<file path="config.mk">
export PLATFORM = sky130hd
export DESIGN_NAME = hbic_top
export DESIGN_NICKNAME = d
export VERILOG_FILES = /design/src/hbic_pkg.sv /design/src/hbic_top.sv
export SDC_FILE = /design/constraint.sdc
export NUM_CORES = 1
export LEC_CHECK = 0
export BUFFER_PORTS_ARGS = -buffer_cell sky130_fd_sc_hd__buf_2
export CAP_MARGIN = 20
export CORE_ASPECT_RATIO = 1.25
export CORE_MARGIN = 2
export CORE_UTILIZATION = 45
export DETAILED_ROUTE_END_ITERATION = 7
export PLACE_DENSITY_LB_ADDON = 0.15
export SYNTH_ARGS = -nofsm -noshare
export SYNTH_HDL_FRONTEND = slang
export SYNTH_SLANG_ARGS = --single-unit
</file>
<file path="constraint.sdc">
create_clock -name clk_sys -period 3.36 [get_ports clk_sys]
set_input_delay 0.168 -clock clk_sys [delete_from_list [all_inputs] [get_ports clk_sys]]
set_output_delay 0.168 -clock clk_sys [all_outputs]
set_load 0.01 [all_outputs]
</file>
<file path="src/hbic_pkg.sv">
// Constants and types for the host bus interface control block
package hbic_pkg;
    // Address field positions
    localparam int ADDR_HI = 15;
    localparam int ADDR_LO = 1;
    localparam int DEC_LO  = 4;
    // Fastest host bus clock accepted in synchronous modes
    localparam int BUS_CLK_MAX_MHZ = 50;
    // Cycles of settling before the strap is caught
    localparam logic [1:0] STRAP_SETTLE = 2'h3;
    // Reset values of the ready outputs
    localparam logic SRDY_RST = 1'b1;
    localparam logic OE_RST   = 1'b1;
    // Bit positions in the synchroniser vector
    localparam int SI_BCLK  = 0;
    localparam int SI_STRAP = 1;
    localparam int SI_QUAL  = 2;
    localparam int SI_RD    = 3;
    localparam int SI_WR    = 4;
    localparam int SI_CYC   = 5;
    localparam int SI_RRET  = 6;
    localparam int SI_SWR   = 7;
    localparam int SI_ADS   = 8;
    localparam int SI_ADDR  = 9;
    localparam int SYNC_W   = 24;
    typedef enum logic [1:0] {MODE_LOCAL, MODE_ASYNC, MODE_BURST} hbic_mode_t;
    typedef enum logic [2:0] {
        ST_IDLE, ST_CORE, ST_RDY_LOW, ST_RDY_HIGH, ST_RETURN, ST_STROBE_END
    } hbic_state_t;
endpackage

</file>
<file path="src/hbic_top.sv">
// Host bus interface control: decode, ready and wait signalling, strap mode
`timescale 1ns/1ns
module hbic_top
    import hbic_pkg::*;
#(
    parameter int IRQ_W = 8
) (
    input  wire logic               clk_sys,            // System clock
    input  wire logic               rst,                // Sync reset, high
    input  wire logic               bus_clk,            // Host bus clock pin
    input  wire logic               bus_style_strap,    // Bus style strap pin
    input  wire logic               addr_qualifier,     // Address qualifier, low
    input  wire logic [15:1]        addr_word_bits,     // Host address pins
    input  wire logic               read_strobe_low,    // Read strobe pin
    input  wire logic               write_strobe_low,   // Write strobe pin
    input  wire logic               cycle_phase_low,    // Cycle signal pin
    input  wire logic               ready_return_low,   // Ready return pin
    input  wire logic               sync_write_read,    // Sync direction pin
    input  wire logic               addr_latch_strobe,  // Address strobe pin
    input  wire logic [15:0]        base_addr,          // Programmed base address
    input  wire logic               burst_enable,       // Strap high: burst
    input  wire logic               addr_latch_en,      // Use latched address
    input  wire logic [IRQ_W-1:0]   irq_status,         // Interrupt status bits
    input  wire logic               acc_done,           // Core finished access
    output logic                    local_select_out,   // Select, active low
    output logic                    sync_ready_low,     // Sync ready pin
    output logic                    async_ready_out,    // Async ready drive value
    output logic                    async_ready_oe_low, // Async ready enable
    output logic                    irq_out_low,        // Interrupt drive value
    output logic                    irq_oe_low,         // Interrupt enable
    output logic                    acc_req,            // Access request pulse
    output logic                    acc_write,          // Access is write
    output logic [15:1]             acc_addr,           // Access word address
    output hbic_mode_t              bus_mode            // Selected bus style
);

    logic [SYNC_W-1:0] raw;
    logic [SYNC_W-1:0] s1_q;
    logic [SYNC_W-1:0] s2_q;
    logic [15:1]       s_addr;

    // Gather the pins for synchronising
    assign raw = {addr_word_bits, addr_latch_strobe, sync_write_read,
                  ready_return_low, cycle_phase_low, write_strobe_low,
                  read_strobe_low, addr_qualifier, bus_style_strap, bus_clk};

    // Two-flop synchroniser per pin
    genvar gi;
    generate
        for (gi = 0; gi < SYNC_W; gi++) begin : g_sync
            always_ff @(posedge clk_sys) begin
                if (rst) begin
                    s1_q[gi] <= 1'b0;
                    s2_q[gi] <= 1'b0;
                end else begin
                    s1_q[gi] <= raw[gi];
                    s2_q[gi] <= s1_q[gi];
                end
            end
        end
    endgenerate

    assign s_addr = s2_q[SYNC_W-1:SI_ADDR];

    // qualifier low and upper bits match
    assign local_select_out = ~(~addr_qualifier &&
                                (addr_word_bits[ADDR_HI:DEC_LO] == base_addr[ADDR_HI:DEC_LO]));

    // Edge history and latched address
    logic          bclk_prev_q, ads_prev_q, strb_prev_q;
    logic [15:1]   lat_addr_q, lat_addr_d;
    logic          lat_qual_q, lat_qual_d;
    logic          bclk_rise, ads_rise, rd_act, wr_act, strb_act;
    logic [15:1]   cur_addr;
    logic          cur_qual, hit;

    assign bclk_rise = s2_q[SI_BCLK] & ~bclk_prev_q;
    assign ads_rise  = s2_q[SI_ADS] & ~ads_prev_q;
    assign rd_act    = ~s2_q[SI_RD];
    assign wr_act    = ~s2_q[SI_WR];
    assign strb_act  = rd_act | wr_act;

    // latch address and qualifier on strobe rise
    always_comb begin
        lat_addr_d = lat_addr_q;
        lat_qual_d = lat_qual_q;
        if (ads_rise) begin
            lat_addr_d = s_addr;
            lat_qual_d = s2_q[SI_QUAL];
        end
    end

    // Address seen by the access logic
    assign cur_addr = addr_latch_en ? lat_addr_q : s_addr;
    assign cur_qual = addr_latch_en ? lat_qual_q : s2_q[SI_QUAL];
    assign hit = ~cur_qual && (cur_addr[ADDR_HI:DEC_LO] == base_addr[ADDR_HI:DEC_LO]);

    always_ff @(posedge clk_sys) begin
        if (rst) begin
            bclk_prev_q <= 1'b0;
            ads_prev_q  <= 1'b0;
            strb_prev_q <= 1'b0;
            lat_addr_q  <= '0;
            lat_qual_q  <= 1'b1;
        end else begin
            bclk_prev_q <= s2_q[SI_BCLK];
            ads_prev_q  <= s2_q[SI_ADS];
            strb_prev_q <= strb_act;
            lat_addr_q  <= lat_addr_d;
            lat_qual_q  <= lat_qual_d;
        end
    end

    // Strap capture after the synchroniser has settled
    logic [1:0]  settle_q, settle_d;
    logic        captured_q, captured_d;
    hbic_mode_t  mode_q, mode_d;

    always_comb begin
        settle_d   = settle_q;
        captured_d = captured_q;
        mode_d     = mode_q;
        if (!captured_q) begin
            if (settle_q == STRAP_SETTLE) begin
                captured_d = 1'b1;
                // strap high selects async or burst
                if (!s2_q[SI_STRAP])
                    mode_d = MODE_LOCAL;
                else
                    mode_d = burst_enable ? MODE_BURST : MODE_ASYNC;
            end else begin
                settle_d = settle_q + 2'h1;
            end
        end
    end

    always_ff @(posedge clk_sys) begin
        if (rst) begin
            settle_q   <= 2'h0;
            captured_q <= 1'b0;
            mode_q     <= MODE_LOCAL;
        end else begin
            settle_q   <= settle_d;
            captured_q <= captured_d;
            mode_q     <= mode_d;
        end
    end

    assign bus_mode = mode_q;

    // Access sequencer
    hbic_state_t state_q, state_d;
    logic        srdy_q, srdy_d, async_ready_out_oe_q, async_ready_out_oe_d;
    logic        req_q, req_d, wr_q, wr_d;
    logic [15:1] aaddr_q, aaddr_d;

    always_comb begin
        state_d   = state_q;
        srdy_d    = srdy_q;
        async_ready_out_oe_d = async_ready_out_oe_q;
        req_d     = 1'b0;
        wr_d      = wr_q;
        aaddr_d   = aaddr_q;
        unique case (state_q)
            ST_IDLE: begin
                // nothing starts without a decode hit
                if (captured_q && hit) begin
                    if (mode_q == MODE_ASYNC && strb_act && !strb_prev_q) begin
                        req_d     = 1'b1;
                        wr_d      = wr_act;
                        aaddr_d   = cur_addr;
                        // stretch by pulling async ready low
                        async_ready_out_oe_d = 1'b0;
                        state_d   = ST_CORE;
                    end else if (mode_q == MODE_LOCAL && bclk_rise &&
                                 !s2_q[SI_CYC]) begin
                        req_d   = 1'b1;
                        wr_d    = s2_q[SI_SWR];
                        aaddr_d = cur_addr;
                        state_d = ST_CORE;
                    end else if (mode_q == MODE_BURST && bclk_rise &&
                                 !s2_q[SI_ADS]) begin
                        req_d   = 1'b1;
                        wr_d    = ~s2_q[SI_CYC];
                        aaddr_d = cur_addr;
                        // hold sync ready low for waits
                        srdy_d  = 1'b0;
                        state_d = ST_CORE;
                    end
                end
            end
            ST_CORE: begin
                if (acc_done) begin
                    if (mode_q == MODE_ASYNC) begin
                        async_ready_out_oe_d = 1'b1;
                        state_d   = ST_STROBE_END;
                    end else if (mode_q == MODE_LOCAL) begin
                        state_d = ST_RDY_LOW;
                    end else begin
                        state_d = ST_RDY_HIGH;
                    end
                end
            end
            ST_RDY_LOW: begin
                // falling edge tells the host it is done
                // moves only on a bus clock edge
                if (bclk_rise) begin
                    srdy_d  = 1'b0;
                    state_d = ST_RDY_HIGH;
                end
            end
            ST_RDY_HIGH: begin
                // release on the next bus clock edge
                if (bclk_rise) begin
                    srdy_d  = 1'b1;
                    state_d = (mode_q == MODE_LOCAL && !wr_q) ? ST_RETURN : ST_IDLE;
                end
            end
            ST_RETURN: begin
                if (!s2_q[SI_RRET])
                    state_d = ST_IDLE;
            end
            ST_STROBE_END: begin
                if (!strb_act)
                    state_d = ST_IDLE;
            end
        endcase
    end

    always_ff @(posedge clk_sys) begin
        if (rst) begin
            state_q   <= ST_IDLE;
            srdy_q    <= SRDY_RST;
            async_ready_out_oe_q <= OE_RST;
            req_q     <= 1'b0;
            wr_q      <= 1'b0;
            aaddr_q   <= '0;
        end else begin
            state_q   <= state_d;
            srdy_q    <= srdy_d;
            async_ready_out_oe_q <= async_ready_out_oe_d;
            req_q     <= req_d;
            wr_q      <= wr_d;
            aaddr_q   <= aaddr_d;
        end
    end

    // Interrupt pin drive
    logic irq_oe_q, irq_oe_d;
    // drive low while any status bit set
    always_comb begin
        irq_oe_d = ~(|irq_status);
    end

    always_ff @(posedge clk_sys) begin
        if (rst)
            irq_oe_q <= OE_RST;
        else
            irq_oe_q <= irq_oe_d;
    end

    assign sync_ready_low     = srdy_q;
    assign async_ready_out    = 1'b0;
    assign async_ready_oe_low = async_ready_out_oe_q;
    assign irq_out_low        = 1'b0;
    assign irq_oe_low         = irq_oe_q;
    assign acc_req            = req_q;
    assign acc_write          = wr_q;
    assign acc_addr           = aaddr_q;
endmodule

</file>
* Yosys cells after proc, flatten, opt, wreduce, memory -nomap -nowiden
Cells that the tools add are included.
** Operators by class
- Add/subtract/negate cells :: 1
- Reduce and logical (&&, ||, !) cells :: 27
- Mux-type cells :: 40
- Equal/unequal tests :: 22
- Bitwise gates (word level) :: 16
** Operator list (count)
- $mux W15 :: 4
- $mux W3 :: 11
- $eq A12 B12 Y1 :: 2
- $ne A2 B2 Y1 const B :: 11
- $mux W1 :: 20
- $pmux W3 S6 :: 1
- $reduce_and A7 Y1 :: 2
- $not A1 Y1 :: 13
- $logic_and A1 B1 Y1 :: 10
- $reduce_or A8 Y1 :: 1
- $eq A3 B2 Y1 const B :: 2
- $eq A3 B3 Y1 const B :: 2
- $reduce_bool A3 Y1 :: 2
- $reduce_and A5 Y1 :: 1
- $eq A2 B2 Y1 const B :: 2
- $logic_not A1 Y1 :: 4
- $mux W2 :: 2
- $ne A4 B4 Y1 const B :: 1
- $reduce_and A2 Y1 :: 2
- $eq A3 B1 Y1 const B :: 1
- $logic_not A3 Y1 :: 1
- $pmux W1 S3 :: 1
- $reduce_and A3 Y1 :: 1
- $reduce_or A3 Y1 :: 1
- 7 further kinds :: 8
** Storage, ports and cells
- Input bits :: 53
- Word-level logic and storage cells :: 169
- Flip-flop bits (word level) :: 95
- Output and inout port bits :: 25

* Depth between registers and ports, before layout
Gate-level depths: netlist of the first run.
- Depth after elaboration :: 9
- Mapped depth :: 8
- Mapped depth without buffers :: 5

* Worst setup path after synthesis of the first run
Ideal clock, no wire load.
- Path type :: register to register
- Start :: register mode_q[1], in the netlist bus_mode[1]
- End :: register aaddr_q, in the netlist acc_addr[10]
- Library setup time :: 0.121 ns
- Stages on the path, launching flop included :: 8
- Data required time :: 3.239 ns
- Setup slack :: 1.230 ns
- Period minus slack after synthesis :: 2.130 ns
- Buffers on the path :: 2
- Data arrival time :: 2.009 ns
- Path through :: dfxtp_1 -> clkbuf_1 -> mux2i_1 -> a32o_1 -> nand4_2 -> nor4_4 -> buf_8 -> mux2_4
** On the way
- Longest elaborated chain between the ends :: 5
- Elaborated cells between the ends (all ways) :: 13
- Those cells by class :: eq/ne: 2; mux: 2; reduce/logical: 9
** Ends and longest elaborated chain
- start, declared :: line hbic_top.sv:117 : hbic_mode_t mode_q, mode_d;
- start signal, assigned :: line hbic_top.sv:145 : mode_q <= mode_d;
- $eq A2 B1 Y1 (tied with other cells) :: line hbic_top.sv:168 : if (mode_q == MODE_ASYNC && strb_act && !strb_prev_q) begin
- $logic_and A1 B1 Y1, on equally long branches (2 in a row) :: line hbic_top.sv:168, hbic_top.sv:175, hbic_top.sv:181
- $reduce_bool A3 Y1 (no line) or $mux W15 (tied branches)
- $reduce_and A3 Y1 (no line) or $mux W15 (tied branches)
- end signal, assigned :: line hbic_top.sv:244 : aaddr_q <= aaddr_d;
- end, declared :: line hbic_top.sv:155 : logic [15:1] aaddr_q, aaddr_d;
Several ways; a longest one is shown, not always the timed one.
A chain may end at the register's enable or synchronous reset.

* Worst setup path after layout of the first run
- Start :: register mode_q[0], in the netlist bus_mode[0]
- End :: register aaddr_q, in the netlist acc_addr[6]
Same word-level chain as after synthesis.

==> run_results.csv, run 1 <==
group,metric,value,unit
status,status,"finished, final reports clean",
timing,tightest_slew,774,ps
drt,drc,0,
hold_path,hp-start,"addr_word_bits[2]",
power,p_leak,0.00186,uW
critical_path,endpoint,"acc_addr[6]",
clock_tree,clk_pin_slew,90,ps
drt,wl_per_cell,13.2,microns
timing,period_minus_slack,2230,ps
synth,yosysTopAreaCell,"dfxtp_1",
final_layout,syn_to_final_growth,13.8,%
critical_path,cp_max_fo,13,
hold_path,hp-class,"in -> reg",
synth,yosys-top-cells-count,"dfxtp_1, nor2b_1, nand2_1",
power,ir_worst_vdd,0.000244,V
critical_path,r2r-end,"acc_addr[6]",
timing,setup-tns-final,0,ps
global_routing,grt_max_degree,83,
synth,synthFlopType,"dfxtp_1",
timing,fmax,0.448,GHz
critical_path,critical_path_depth,6,
synth,async_flop_share,0,%
placement,gp_congestion,0.753,
die,core-area,8560,sq um
critical_path,slowest_delay,490,ps
clock_tree,cts_resized,0,
synth,yosysTopAreaCellShare,48.7,%
clock_tree,cts_buffers,9,
die,io_pins,78,
drt,drt_iter0_drc,110,
synth,syn_inst,393,
die,core.rowCount,38,
global_routing,overflow,0,
critical_path,crit_slowest_cell,"dfxtp_1",
final_layout,drive_gt1_share,25.3,%
drt,ant_nets,0,
clock_tree,cts_setup_buffers,0,
synth,synth_edf_count,0,
critical_path,worst-path-buf-inv,1,
timing,holdWs,24.4,ps
synth,synth_area_leaders,"dfxtp_1, nor2b_1, mux2i_1, a21oi_1, xor2_1",
critical_path,worstReg2RegStart,"bus_mode[0]",
critical_path,critical_path_class,"reg -> reg",
clock_tree,htreeDepth,3,
placement,port-buffer-count,71,
final_layout,antennaDiodeCount,0,
die,die_w,87.4,microns
synth,synth_area,3910,sq um
timing,slew_headroom,48.4,%
critical_path,arrival,2480,ps
die,design.die.area,9450,sq um
clock_tree,cts_root_buf,"clkbuf_8",
critical_path,ff2ff_path_depth,6,
timing,slew_violations,0,
drt,wirelength,7.43,mm
timing,clock_skew,7.50,ps
synth,yosysSeqAreaShare,48.7,%
die,initial_core_util,45.7,%
synth,synth.most_common_cell,"dfxtp_1",
critical_path,worstSetupStartpointType,"flip-flop",
critical_path,reg2reg_slack,1130,ps
clock_tree,cts_buffer_depth,2,
job,drv_cap,0,
clock_tree,cts_tree,"yes",
critical_path,crit_family,"simple AND/OR/NAND/NOR gates",
critical_path,path_cells,"nor3b_1, a32o_1, nand4_2, nor4_4, buf_12, mux2_2",
placement,dp_hpwl,5.16,mm
timing,hold_violations,0,
global_routing,track_usage,16.7,%
final_layout,nets,512,
critical_path,crit_path_start,"bus_mode[0]",
critical_path,worstSetupEndpointType,"flip-flop",
die,die_h,108,microns
drt,drt-pass1-iter-count,6,
timing,final-setup-viol-count,0,
global_routing,grt_pass1_vias,2610,
clock_tree,cts_hold_buf,3,
synth,ys_ff_latch,95,
timing,period_share,66.5,%
final_layout,instances_no_fill,562,
power,pwr_density_cell,456,nW/um^2
synth,ys_warn_count,0,
drt,vias,2758,
clock_tree,clk_latency,350,ps
synth,synth.distinct_cells,47,
global_routing,antenna_found_initial,0,
drt,via_per_inst,4.91,
synth,avgSynthCellArea,9.95,sq um
global_routing,grt_pass1_wl,12.1,mm
timing,rsz0062_at_grt,"no",
clock_tree,clock-sinks,95,
critical_path,crit_required,3610,ps
placement,placed_cells,544,
[how the worst min path moves through the flow]
stage | slack (ps) | end | cells after the start
after global routing | 4 | s1_q[10] | 2
after floorplan | 300 | s1_q[0] | 1
after CTS | 5 | s1_q[10] | 2
final | 20 | s1_q[10] | 2
after global placement | 370 | s1_q[9] | 2
after detailed placement | 380 | s1_q[7] | 2
[metrics by stage]
| stage | util, % | area (sq um) | total power (uW) | worst slack (ps) |
|---|---|---|---|---|
| 6_report | 52.0 | 4450 | 2030 | 1130 |
| 5_1_grt | 52.0 | 4450 | 2130 | 939 |
| 4_1_cts | 52.0 | 4450 | 2060 | 1120 |
| 3_5_place_dp | 49.8 | 4260 | 1420 | 739 |
| 3_3_place_gp | 49.8 | 4260 | 1420 | 736 |
| 2_1_floorplan | - | 3910 | 1360 | 1230 |
[routing by layer]
layer  track usage [%]  wire [microns]  up-vias
met2              25.8            3450       70
met4              7.25             117        0
met1              21.9            3510     1254
met5                 0               0        -
met3              4.27             350       10
li1                  -               -     1424
[registers in the layout, indices dropped and copies added, names as in the netlist, 2 cells and up]
| signal | flops |
|---|---|
| acc_addr | 15 |
| bus_mode | 2 |
| lat_addr_q | 15 |
| s1_q | 24 |
| s2_q | 24 |
| settle_q | 2 |
| state_q | 3 |
[kinds of logic (layout without fill, tap and decap cells)]
logic type / after synthesis / in the layout / synth area share (%)
compound gates: 41 / 41 / 6.02
xor+xnor: 27 / 27 / 6.24
fa+ha+maj: 1 / 1 / 0.320
buf+inv: 27 / 95 / 4.58
flops: 95 / 95 / 48.7
mux: 34 / 34 / 10.2
other cells: 1 / 2 / 0.0959
simple gates: 167 / 167 / 23.9
[layout make-up]
type	instances	area [sq um]
Clock inverter	4	23.8
Sequential cell	95	1900
Timing Repair Buffer	77	423
Multi-Input combinational cell	272	1830
Clock buffer	11	131
Inverter	3	11.3
Fill cell	813	4110
Tap cell	100	125
[where the power goes]
part | total, uW | leakage [uW] | internal [uW] | switching (uW)
Sequential | 1200 | 0.000778 | 1170 | 27.7
Clock | 627 | 0.0000829 | 263 | 364
Combinational | 200 | 0.000996 | 94.5 | 106
Total | 2030 | 0.00186 | 1530 | 498
[placed cells by master (no fill, tap or decap), types with 2 or more instances in the layout]
master	netlist	layout
dfxtp_1	95	95
buf_2	0	70
nor2b_1	56	56
nand2_1	36	36
a21oi_1	28	28
nor2_1	27	27
mux2i_1	17	17
xor2_1	16	16
xnor2_1	10	10
and2b_2	9	9
mux2_4	9	9
clkbuf_8	2	9
nand2b_1	7	7
mux2_2	7	7
nor4_1	5	5
nand4_1	4	4
nand3_1	4	4
nor3b_1	4	4
nor3_1	4	4
inv_1	3	3
o21ai_0	3	3
clkinv_2	0	3
dlygate4sd3_1	0	3
buf_4	4	3
or4_1	2	2
nand3b_1	2	2
a31oi_1	2	2
and3_1	2	2
conb_1	1	2
clkbuf_1	13	2
[worst reg2reg max path: stages, from the launching register on]
cell and delay, ps:
dfxtp_1 490, nor3b_1 320, a32o_1 250, nand4_2 140, nor4_4 370, buf_12 220
mux2_2 340
Note: power is estimated with default switching activity, not from simulation.
==> run 2: changes to the inputs <==
Settings changed: ABC_AREA set to 1.
Clock period 3.36 ns to 2 ns, I/O delays scaled along.
==> run 2 against run 1 <==
  * Combinational power rose to 3.8 times the previous value
  * Hold slack gained 5.8 ps
  * Clock-buffer cell count unchanged
  * Flip-flop and latch count is the same
  * Highest routed layer unchanged
==> run_results.csv, run 2 <==
group,metric,value,unit
drt,wl_per_cell,11.5,microns
final_layout,antennaDiodeCount,0,
clock_tree,clk_latency,360,ps
synth,avgSynthCellArea,7.14,sq um
clock_tree,clock-sinks,95,
synth,synth_edf_count,0,
timing,slew_headroom,60.4,%
drt,drc,0,
final_layout,nets,707,
timing,period_minus_slack,1870,ps
final_layout,drive_gt1_share,16.7,%
final_layout,final_cell_mix,"nor2_1, nand2_1, inv_1, dfxtp_1, buf_2",
timing,hold_violations,0,
timing,rsz0062_at_grt,"no",
synth,synth_area_leaders,"dfxtp_1, nor2_1, nand2_1, inv_1, o21ai_0",
drt,via_per_inst,4.57,
hold_path,hp-class,"in -> reg",
synth,synth.distinct_cells,37,
synth,synthFlopType,"dfxtp_1",
drt,wirelength,8.95,mm
synth,synth_compound_area_share,8.60,%
synth,synth-simple-area-share,29.5,%
synth,yosysTopAreaCell,"dfxtp_1",
synth,yosys-top-cells-count,"nor2_1, nand2_1, inv_1",
die,io_pins,78,
synth,yosysSeqAreaShare,47.9,%
final_layout,syn_to_final_growth,23.9,%
clock_tree,clk_pin_slew,80,ps
global_routing,grt_max_degree,57,
global_routing,antenna_found_initial,0,
global_routing,track_usage,20.1,%
synth,async_flop_share,0,%
clock_tree,cts_buffer_depth,2,
critical_path,critical_path_class,"in -> reg",
clock_tree,cts_root_buf,"clkbuf_8",
final_layout,largestRegisters,"s1_q (24), s2_q (24)",
synth,synthXorXnorAreaFrac,0.882,%
critical_path,crit_required,2300,ps
global_routing,grt_pass1_wl,15.0,mm
timing,final-setup-viol-count,0,
drt,vias,3554,
synth,synth_fa_ha_area_share,0.315,%
critical_path,worstSetupEndpointType,"flip-flop",
power,ir_worst_vdd,0.000621,V
die,core.rowCount,38,
drt,drt-pass1-iter-count,4,
synth,ys_ff_latch,95,
clock_tree,cts_tree,"yes",
synth,ys_warn_count,0,
timing,setup-tns-final,0,ps
placement,gp_congestion,0.843,
critical_path,cp_max_fo,1,
die,die_w,88.0,microns
timing,slew_violations,0,
synth,synth.most_common_cell,"nor2_1",
critical_path,worstSetupStartpointType,"primary input",
placement,dp_hpwl,6.24,mm
power,power.total,4220,uW
hold_path,hold_depth,3,
global_routing,overflow,0,
placement,port-buffer-count,71,
timing,fmax,0.535,GHz
critical_path,ff2ff_path_depth,10,
power,pwr_density_cell,858,nW/um^2
global_routing,grt_pass1_vias,3420,
job,drv_cap,0,
timing,tightest_slew,594,ps
die,die_h,109,microns
synth,synth_area,3970,sq um
synth,synthMuxAreaShare,0,%
power,p_leak,0.00246,uW
final_layout,final_common_cell,"nor2_1",
synth,syn_inst,556,
synth,yosysTopAreaCellShare,47.9,%
timing,period_share,93.5,%
clock_tree,htreeDepth,3,
status,status,"finished, final reports clean",
die,core-area,8610,sq um
timing,clock_skew,12.6,ps
drt,ant_nets,0,
die,initial_core_util,46.1,%
synth,synth_top_family_by_area,"simple AND/OR/NAND/NOR gates",
critical_path,arrival,2160,ps
drt,drt_iter0_drc,125,
clock_tree,cts_setup_buffers,0,
final_layout,nFillCells,842,
clock_tree,cts_buffers,9,
die,design.die.area,9590,sq um
## run 2: report_power, final
part / internal (uW) / leakage, uW / switching [uW]
Clock: 739 / 0.000110 / 650
Sequential: 2010 / 0.000780 / 68.1
Combinational: 290 / 0.00157 / 464
## run 2: cell families (layout without fill, tap and decap cells)
group,Yosys count,after routing
AND/OR/NAND/NOR,275,275
AO/OA/AOI/OAI,62,62
adder cells (fa/ha/maj),1,1
other,1,2
flip-flops,95,95
buffers and inverters,118,219
XOR/XNOR,4,4
## run 2: final timing paths
path / from / endpoint / slack (ps)
min reg2reg: s1_q[8] / s2_q[8] / 410
max reg2reg: bus_mode[1] / acc_addr[3] / 240
min: burst_enable / bus_mode[1] / 30
max: irq_status[7] / irq_oe_low / 130
## run 2: timing repair
action,4_1_cts,5_1_grt
hold endpoints to repair,25,0
endpoints found under the setup margin,0,1
hold buffers,27,0
gates resized for setup,0,0
## run 2: routing by layer
metal	vias up	wire [microns]	GRT usage, %
li1	1883	-	-
met1	1604	4020	23.7
met2	55	4500	35.6
met3	12	269	3.26
met4	0	155	8.66
met5	-	0	0
## run 2: worst max-delay path: stages
cell	delay [ps]
dlygate4sd3_1	530
buf_2	120
nor4_1	190
dlygate4sd3_1	570
nand2_1	50
dlygate4sd3_1	550
nand2_1	50
## run 2: layout make-up
class	instances	area, sq um	area share [%]
clock inverter	5	81.3	1.65
timing repair buffer	105	703	14.3
multi-input combinational	344	1570	31.9
sequential	95	1900	38.7
tap	120	150	3.05
inverter	98	373	7.58
clock buffer	11	141	2.87
## run 2: per-stage QoR
stage | cells | worst slack, ps | utilization, % | hold WS (ps) | cell area (sq um)
after floorplan | 557 | 444 | - | 207 | 3970
after global placement | 735 | 228 | 51.4 | 299 | 4430
after detailed placement | 735 | 202 | 51.4 | 308 | 4430
after CTS | 778 | 147 | 57.2 | 13.7 | 4920
after global routing | 778 | 11.2 | 57.2 | 18.9 | 4920
final | 778 | 131 | 57.2 | 30.2 | 4920
